`src/include/mr1d_params.svh`:
```
// Constants for the second mode register decode block
`ifndef MR1D_PARAMS_SVH
`define MR1D_PARAMS_SVH
`define MR1D_REG_W 22
`define MR1D_REG_INDEX 3'h1
`define MR1D_SEL_HI 20
`define MR1D_SEL_LO 18
`define MR1D_RSVD_A 21
`define MR1D_RSVD_B 17
`define MR1D_EQ_HI 13
`define MR1D_OUT_OFF 12
`define MR1D_XSTROBE 11
`define MR1D_NOM_HI 10
`define MR1D_NOM_LO 8
`define MR1D_LEVEL 7
`define MR1D_EQ_MID 6
`define MR1D_EQ_LO 5
`define MR1D_ADD_HI 4
`define MR1D_ADD_LO 3
`define MR1D_DRV_HI 2
`define MR1D_DRV_LO 1
`define MR1D_LOOP 0
`define MR1D_ADD_NONE 2'h0
`define MR1D_ADD_M1 2'h1
`define MR1D_ADD_M2 2'h2
`define MR1D_ADD_RSV 2'h3
`define MR1D_TERM_OFF 3'h0
`define MR1D_WTERM_OFF 3'h0
`define MR1D_LAT_W 6
`define MR1D_ONE_LAT 6'h01
`define MR1D_TWO_LAT 6'h02
`define MR1D_ZERO_LAT 6'h00
`endif

```
`src/include/mr1d_pkg.sv`:
```
// Types for the second mode register decode block
package mr1d_pkg;
   typedef logic [21:0] mr1d_word_type;
   typedef logic [5:0] mr1d_lat_type;
   typedef enum logic [1:0] {
      MR1D_LOOP_OFF = 2'b00,
      MR1D_LOOP_ON = 2'b01,
      MR1D_LOOP_SLEEP = 2'b10
   } mr1d_loop_type;
endpackage

```
`src/mr1d_core.sv`:
```
// Second mode register: capture on mode-set, decode and apply fields
`timescale 1ns/100ps
`include "mr1d_params.svh"
// Notes on behaviour
// - Bit 12 high disconnects output drivers and termination.
// - Bit 11 enables extra termination strobe, eight-bit width only.
// - Bits 10:8 select nominal termination, 000 off.
// - Bit 7 high enters write-leveling mode.
// - Bits 13, 6, 5 select receiver equalizer setting.
// - Bits 4:3 select adder: 0, latency minus one, minus two, reserved.
// - Bits 2:1 select driver strength; codes 10 and 11 reserved.
// - Bit 0 high enables the delay-locked loop.
// - Loop turns off in self refresh, back on at exit.
// - Writes work without loop unless write-time termination is on.
// - Write-time termination applies on writes even if nominal is off.
// - Parked termination applies whenever termination input is low and bit 12 is low.
// - Read or write after activate is held for the adder latency.
// - Read latency is adder plus read column; write likewise.
// - Extra termination strobe on blocks mask and bus inversion.
module mr1d_core (
   input wire logic clk_i,
   input wire logic rst_n_i,
   input wire logic mode_set_i,
   input wire logic [1:0] bank_group_i,
   input wire logic [1:0] bank_i,
   input wire logic [17:0] addr_i,
   input wire logic is_x8_i,
   input wire logic self_refresh_i,
   input wire logic term_pin_i,
   input wire logic cmd_i,
   input wire logic cmd_is_write_i,
   input wire mr1d_pkg::mr1d_lat_type read_column_latency_i,
   input wire mr1d_pkg::mr1d_lat_type write_column_latency_i,
   input wire logic [2:0] write_time_termination_i,
   input wire logic [2:0] parked_termination_i,
   input wire logic mask_req_i,
   input wire logic inversion_req_i,
   output logic output_enable_o,
   output logic extra_termination_strobe_o,
   output logic [2:0] termination_o,
   output logic strobe_alignment_training_o,
   output logic [2:0] receiver_equalizer_o,
   output logic [1:0] driver_strength_o,
   output logic loop_running_o,
   output logic write_loop_ok_o,
   output mr1d_pkg::mr1d_lat_type read_latency_o,
   output mr1d_pkg::mr1d_lat_type write_latency_o,
   output logic exec_cmd_o,
   output logic exec_is_write_o,
   output logic write_byte_mask_o,
   output logic bus_inversion_o
);
   typedef struct packed {
      mr1d_pkg::mr1d_word_type mode_register_one;
      mr1d_pkg::mr1d_loop_type loop;
      logic sr_s1;
      logic sr_s2;
      logic tp_s1;
      logic tp_s2;
      logic oe;
      logic xs;
      logic [2:0] term;
      logic lvl;
      logic [2:0] eq;
      logic [1:0] drv;
      logic run;
      logic wok;
      mr1d_pkg::mr1d_lat_type rl;
      mr1d_pkg::mr1d_lat_type wl;
      logic mask;
      logic inv;
   } mr1d_core_type;
   mr1d_core_type state_reg;
   mr1d_core_type state_next;
   mr1d_pkg::mr1d_word_type cmd_word;
   mr1d_pkg::mr1d_lat_type adder;
   logic hit;
   logic in_write;

   // ----------------------------------------
   // Mode-set capture
   // ----------------------------------------
   assign cmd_word = {bank_group_i, bank_i, addr_i};
   assign hit = mode_set_i
      && cmd_word[`MR1D_SEL_HI:`MR1D_SEL_LO] == `MR1D_REG_INDEX;

   // ----------------------------------------
   // Adder decode
   // ----------------------------------------
   always_comb begin
      unique case (state_reg.mode_register_one[`MR1D_ADD_HI:`MR1D_ADD_LO])
         `MR1D_ADD_NONE: adder = `MR1D_ZERO_LAT;
         `MR1D_ADD_M1: adder = read_column_latency_i - `MR1D_ONE_LAT;
         `MR1D_ADD_M2: adder = read_column_latency_i - `MR1D_TWO_LAT;
         `MR1D_ADD_RSV: adder = `MR1D_ZERO_LAT;
      endcase
   end

   mr1d_delay_line u_hold (
      .clk_i(clk_i),
      .rst_n_i(rst_n_i),
      .cmd_i(cmd_i),
      .is_write_i(cmd_is_write_i),
      .delay_i(adder),
      .cmd_o(exec_cmd_o),
      .is_write_o(exec_is_write_o)
   );
   assign in_write = exec_cmd_o && exec_is_write_o;

   // ----------------------------------------
   // Next state
   // ----------------------------------------
   always_comb begin
      state_next = state_reg;
      state_next.sr_s1 = self_refresh_i;
      state_next.sr_s2 = state_reg.sr_s1;
      state_next.tp_s1 = term_pin_i;
      state_next.tp_s2 = state_reg.tp_s1;
      if (hit) begin
         state_next.mode_register_one = cmd_word;
      end
      unique case (state_reg.loop)
         mr1d_pkg::MR1D_LOOP_OFF: begin
            if (state_reg.mode_register_one[`MR1D_LOOP]) begin
               state_next.loop = mr1d_pkg::MR1D_LOOP_ON;
            end
         end
         mr1d_pkg::MR1D_LOOP_ON: begin
            if (!state_reg.mode_register_one[`MR1D_LOOP]) begin
               state_next.loop = mr1d_pkg::MR1D_LOOP_OFF;
            end else if (state_reg.sr_s2) begin
               state_next.loop = mr1d_pkg::MR1D_LOOP_SLEEP;
            end
         end
         mr1d_pkg::MR1D_LOOP_SLEEP: begin
            if (!state_reg.sr_s2) begin
               state_next.loop = mr1d_pkg::MR1D_LOOP_ON;
            end
         end
         default: state_next.loop = mr1d_pkg::MR1D_LOOP_OFF;
      endcase
      state_next.run = state_next.loop == mr1d_pkg::MR1D_LOOP_ON;
      state_next.oe = !state_reg.mode_register_one[`MR1D_OUT_OFF];
      state_next.xs = state_reg.mode_register_one[`MR1D_XSTROBE] && is_x8_i;
      state_next.mask = mask_req_i && !state_next.xs;
      state_next.inv = inversion_req_i && !state_next.xs;
      if (state_reg.mode_register_one[`MR1D_OUT_OFF]) begin
         state_next.term = `MR1D_TERM_OFF;
      end else if (!state_reg.tp_s2) begin
         state_next.term = parked_termination_i;
      end else if (in_write && write_time_termination_i != `MR1D_WTERM_OFF) begin
         state_next.term = write_time_termination_i;
      end else begin
         state_next.term = state_reg.mode_register_one[`MR1D_NOM_HI:`MR1D_NOM_LO];
      end
      state_next.lvl = state_reg.mode_register_one[`MR1D_LEVEL];
      state_next.eq = {state_reg.mode_register_one[`MR1D_EQ_HI],
         state_reg.mode_register_one[`MR1D_EQ_MID],
         state_reg.mode_register_one[`MR1D_EQ_LO]};
      state_next.drv = state_reg.mode_register_one[`MR1D_DRV_HI:`MR1D_DRV_LO];
      state_next.wok = state_next.run
         || write_time_termination_i == `MR1D_WTERM_OFF;
      state_next.rl = adder + read_column_latency_i;
      state_next.wl = adder + write_column_latency_i;
   end

   always_ff @(posedge clk_i or negedge rst_n_i) begin
      if (!rst_n_i) begin
         state_reg <= '0;
      end else begin
         state_reg <= state_next;
      end
   end

   // ----------------------------------------
   // Outputs
   // ----------------------------------------
   assign output_enable_o = state_reg.oe;
   assign extra_termination_strobe_o = state_reg.xs;
   assign termination_o = state_reg.term;
   assign strobe_alignment_training_o = state_reg.lvl;
   assign receiver_equalizer_o = state_reg.eq;
   assign driver_strength_o = state_reg.drv;
   assign loop_running_o = state_reg.run;
   assign write_loop_ok_o = state_reg.wok;
   assign read_latency_o = state_reg.rl;
   assign write_latency_o = state_reg.wl;
   assign write_byte_mask_o = state_reg.mask;
   assign bus_inversion_o = state_reg.inv;
endmodule

```
`src/mr1d_delay_line.sv`:
```
// Command hold line: delays a command pulse by a programmable count
`timescale 1ns/100ps
`include "mr1d_params.svh"
module mr1d_delay_line (
   input wire logic clk_i,
   input wire logic rst_n_i,
   input wire logic cmd_i,
   input wire logic is_write_i,
   input wire mr1d_pkg::mr1d_lat_type delay_i,
   output logic cmd_o,
   output logic is_write_o
);
   typedef struct packed {
      logic busy;
      logic wr;
      mr1d_pkg::mr1d_lat_type cnt;
      logic out;
      logic out_wr;
   } mr1d_dl_type;
   mr1d_dl_type state_reg;
   mr1d_dl_type state_next;

   // ----------------------------------------
   // Hold the command for the adder count
   // ----------------------------------------
   always_comb begin
      state_next = state_reg;
      state_next.out = 1'b0;
      if (cmd_i && delay_i == `MR1D_ZERO_LAT) begin
         state_next.out = 1'b1;
         state_next.out_wr = is_write_i;
      end else if (cmd_i) begin
         state_next.busy = 1'b1;
         state_next.wr = is_write_i;
         state_next.cnt = delay_i - `MR1D_ONE_LAT;
      end else if (state_reg.busy) begin
         if (state_reg.cnt == `MR1D_ZERO_LAT) begin
            state_next.busy = 1'b0;
            state_next.out = 1'b1;
            state_next.out_wr = state_reg.wr;
         end else begin
            state_next.cnt = state_reg.cnt - `MR1D_ONE_LAT;
         end
      end
   end

   always_ff @(posedge clk_i or negedge rst_n_i) begin
      if (!rst_n_i) begin
         state_reg <= '0;
      end else begin
         state_reg <= state_next;
      end
   end

   assign cmd_o = state_reg.out;
   assign is_write_o = state_reg.out_wr;
endmodule
```
`config.mk`:
```
export PLATFORM = sky130hd
export DESIGN_NAME = mr1d_core
export DESIGN_NICKNAME = d
export VERILOG_FILES = /design/src/include/mr1d_pkg.sv /design/src/mr1d_core.sv /design/src/mr1d_delay_line.sv
export VERILOG_INCLUDE_DIRS = /design/src /design/src/include
export SDC_FILE = /design/constraint.sdc
export NUM_CORES = 1
export LEC_CHECK = 0
export ABC_AREA = 1
export BUFFER_PORTS_ARGS = -buffer_cell sky130_fd_sc_hd__buf_2
export CORE_MARGIN = 2
export CORE_UTILIZATION = 37
export DETAILED_ROUTE_END_ITERATION = 12
export SYNTH_ARGS = -nofsm -noshare
export SYNTH_HDL_FRONTEND = slang
export SYNTH_SLANG_ARGS = --single-unit
```
`constraint.sdc`:
```
create_clock -name clk_i -period 4.2 [get_ports clk_i]
set_clock_uncertainty 0.05 [all_clocks]
set_input_delay 0.84 -clock clk_i [delete_from_list [all_inputs] [get_ports clk_i]]
set_output_delay 0.84 -clock clk_i [all_outputs]
set_load 0.02 [all_outputs]
```
# [After elaboration in Yosys (flattened, before gate mapping)]
# Index checks and enable logic that the tools add are counted.
[word_totals] register_bits=57 input_bits=50 out_inout_bits=29 word_cells=80
[classes] n_addsub=6 eq_ne=9 n_mux=18 bitwise_logic=1 n_reduce_logical=23
[ops] cell="one-hot mux 6 bit (3 select lines)" count=1
[ops] cell="subtractor 6 x 1 -> 6 bit (second input constant)" count=3
[ops] cell="2-to-1 mux 2 bit" count=7
[ops] cell="adder 6 bit" count=2
[ops] cell="logical NOT 6 bit" count=2
[ops] cell="2-to-1 mux 6 bit" count=2
[ops] cell="2-to-1 mux 3 bit" count=3
[ops] cell="2-to-1 mux 8 bit" count=1
[ops] cell="logical AND 1 bit" count=7
[ops] cell="== test 2 x 1 -> 1 bit (second input constant)" count=3
[ops] cell="== test 2 bit (second input constant)" count=3
[ops] cell="one-hot mux 2 bit (3 select lines)" count=1
[ops] cell="AND reduction 3 bit" count=2
[ops] cell="nonzero test 2 bit" count=3
[ops] cell="subtractor 6 x 2 -> 6 bit (second input constant)" count=1
[ops] cell="logical NOT 2 bit" count=2
[ops] cell="== test 3 x 1 -> 1 bit (second input constant)" count=1
[ops] cell="logical NOT 3 bit" count=1
[ops] cell="2-to-1 mux 1 bit" count=3
[ops] cell="nonzero test 3 bit" count=1
[ops] cell="logical NOT 1 bit" count=2
[ops] cell="!= test 2 x 1 -> 1 bit (second input constant)" count=1
[ops] cell="!= test 2 bit (second input constant)" count=1
[ops] cell="AND reduction 2 bit" count=1
[ops] cell="3 further kinds" count=3

# [Longest topological paths before layout]
[logic_depth] ltp_word=7 mapped_depth=15 mapped_depth_nobuf=15

# [Cells and area by module]
# Synthesis repeated with hierarchy kept, for this count alone.
[hier_totals] hier_cells=332 area_unflattened_um2=3022.9
[by_module_without_submodules] module="mr1d_core" n_inst=1 cells_per_inst=228 area_each_um2=2302.2 seq_area_each_um2=1176.1
[by_module_without_submodules] module="mr1d_delay_line" n_inst=1 cells_per_inst=104 area_each_um2=720.7 seq_area_each_um2=250.2

# [Worst setup path before layout]
# No wires, ideal clock.
[synth_path] kind="input to register" from="input read_column_latency_i[1]" to="register state_reg, in the netlist write_latency_o[5]" setup_time_ns=0.079 t_arrival_ns=2.551 required_ns=4.071 path_slack_ns=1.520 cell_stages=12 n_path_buf=0 path_cell_list="inv_1 -> ha_1 -> nand3b_1 -> nand2_1 -> nand2_4 -> inv_1 -> ha_1 -> a21oi_1 -> nand2_1 -> a21o_1 -> a21oi_1 -> xor2_1"
[synth_lines] item="start, declared" line_no="mr1d_core.sv:32" rtl="input wire mr1d_pkg::mr1d_lat_type read_column_latency_i,"
[synth_lines] item="end signal, assigned" line_no="mr1d_core.sv:171" rtl="state_reg <= state_next;"
[synth_lines] item="end, declared" line_no="mr1d_core.sv:73" rtl="mr1d_core_type state_reg;"

==> impl_metrics.yaml <==
cells_and_area:
  seqCellArea_um2: 1430
  syn2layout_area_growth_pct: 17.4
  largest_reg_flops: 12
  finish.net_count: 452
  diodes: 0
  drive_above_1_share: 0.317
  fill_cells: 764
  multi_input_area_um2: 1260
grt:
  grt_pass1_vias: 2194
  track_usage: 0.139
  grt_start_max_net_pins: 39
  grt_first_pass_wirelength_um: 9400
  antenna_found_initial: 0
  grt_overflow: 0
cts:
  cts.path.max_buffers: 2
  cts.reportedPaths.clkPinSlew_ns: 0.06
  cts_tree: "done"
  root_buffer: "clkbuf_8"
  cts_resized: 0
  postCtsSetupBuffers: 0
  clock-sinks: 57
  clkLatencyLatePin_ns: 0.33
  cts_buffers: 9
  cts_hold_buf: 0
  htreeDepth: 3
floorplanning:
  fp.coreArea_um2: 7810
  die_h_um: 94.0
  dieArea_um2: 8840
  chipWidth_um: 94.0
  initial_utilization: 0.384
  io_pins: 79
  rows: 32
logic_synthesis:
  synth_compound_gate_area_share: 0.0601
  synth.distinct_cells: 31
  yosysSeqAreaShare: 0.476
  synthXorXnorAreaFrac: 0.0409
  synthAdderAreaFrac: 0.0801
  synth-seq-cells: 57
  yosysMostFrequentCell: "nand2_1"
  synth_edf_count: 0
  synth_area_um2: 3000
  synthArstFlopShare: 1.00
  muxShareOfSynthArea: 0.0376
  synth.largest_area_cell: "dfrtp_1"
  synth_top_family_by_area: "simple AND/OR/NAND/NOR gates"
  yosysTopAreaCellShare: 0.476
  synthCells: 322
  yosys_warnings: 0
  synth.top_cells.by_count: "58 x nand2_1, 57 x dfrtp_1, 36 x inv_1"
  synth_area_leaders: "dfrtp_1 48%, nand2_1 7.3%, ha_1 6.7%"
  synth_flop_cell: "dfrtp_1"
  avgSynthCellArea_um2: 9.31
  syn_nets: 390
  yosys.area_share.simple: 0.201
sta:
  period_share: 0.636
  setup_ws_ns: 1.53
  fin_setup_tns_ns: 0
  period_minus_slack_ns: 2.67
  maxSlewHeadroom: 0.388
  rsz0062_at_grt: "false"
  setup_viol: 0
  fmax_mhz: 374
  hold_slack_ns: 0.299
  drv_slew: 0
  tightest_slew_ns: 0.915
  finalHoldViolCount: 0
setup_path:
  path_class: "in2reg"
  crit_path_max_fanout: 7
  arrival_ns: 2.88
  crit_slowest_cell: "ha_1"
  start_kind: "input pin"
  endpoint_kind: "flop"
  path_cells: "buf_2 > inv_1 > ha_1 > nand3b_1 > nand2_1 > nand2_4 > inv_1 > ha_1 > a21oi_1 > nand2_1 > a21o_1 > a21oi_1 > xor2_1"
  r2r_slack_ns: 2.10
  slowest_delay_ns: 0.29
  critPathRequiredTime_ns: 4.40
power_and_ir_drop:
  pwr_density_cell_nw_per_um2: 558
  ir_drop_mv: 0.151
  p_total_mw: 1.96
  p_leak_nw: 1.86
place:
  place_ws_ns: 1.18
  portBuffers: 73
  dp_hpwl_um: 4470
  gp_congestion: 0.794
detailed_routing:
  wl_um: 5740
  vias: 2212
  first_iter_violations: 80
  drc: 0
  first_pass_iters: 4
  post_drt_wl_per_cell_um: 11.7
  detail-route-antenna-nets: 0
  vias_per_cell: 4.51
outcome:
  status: "complete, no violations"
min_path:
  min_path_type: "reg2reg"
run:
  maxCapViolations: 0
## report_power, final
part | switching [mW] | internal (mW) | leakage, nW
clock | 0.211 | 0.267 | 0.0909
sequential | 0.0691 | 0.707 | 0.684
combinational | 0.439 | 0.270 | 1.09
total | 0.719 | 1.24 | 1.86
## critical path: cells and delay by family
kind                       cells  cell delay [ns]
adders and majority gates      2             0.57
buffers and inverters          3             0.42
and+or+nand+nor                4             0.42
AOI/OAI and AO/OA              3             0.47
xor gates and xnor gates       1             0.15
## per-stage QoR
stage / std cells / util / cell area, um2
detailed placement: 475 / 0.427 / 3330
global placement: 475 / 0.427 / 3330
finish: 490 / 0.451 / 3520
floorplan: 322 / - / 3000
CTS: 490 / 0.451 / 3520
global route: 490 / 0.451 / 3520
## cells in the final DEF, fill, tap and decap left out, types with 3 or more instances in the layout
cell type and instances:
a21o_1 3, a21oi_1 10, buf_2 73, clkbuf_8 9, clkinv_2 3, dfrtp_1 57, ha_1 16, inv_1 36
inv_2 4, mux2_2 10, nand2_1 58, nand2_2 8, nand3_1 29, nor2_1 12, nor2_2 6, nor3_1 3
o21ai_0 11, o21ai_1 4, xnor2_1 6, xor2_1 8
## worst paths after layout
check / start / endpoint / depth (start not counted)
setup / recovery: read_column_latency_i[1] / write_latency_o[5] / 13
hold reg to reg: state_next[29] / state_reg[29] / 0
min in group asynchronous: rst_n_i / write_latency_o[0] / 1
max in group asynchronous: rst_n_i / state_next[21] / 2
hold / removal: state_next[29] / state_reg[29] / 0
setup reg to reg: state_reg[37] / write_latency_o[5] / 11
## cell type report
type                       count  area share
timing repair buffer          74       0.106
multi-input combinational    202       0.357
clock inverter                 6      0.0171
inverter                      40      0.0427
tap                          102      0.0363
sequential                    57       0.405
clock buffer                   9      0.0352
## routing by layer
metal,vias to the layer above,track usage,wire length (um)
li1,1138,-,-
met4,0,0.0640,70
met3,9,0.0522,432
met1,996,0.161,2530
met5,-,0,0
met2,69,0.229,2710
## cell families (layout without fill, tap and decap cells)
logic type                 count (synthesis)  in the layout
DFF                                       57             57
adders and majority gates                 18             18
xor gates and xnor gates                  14             14
and+or+nand+nor                          127            127
buffers and inverters                     63            129
muxes                                     10             10
AOI/OAI and AO/OA                         33             33
No activity file was read; power rests on OpenSTA's default activity.
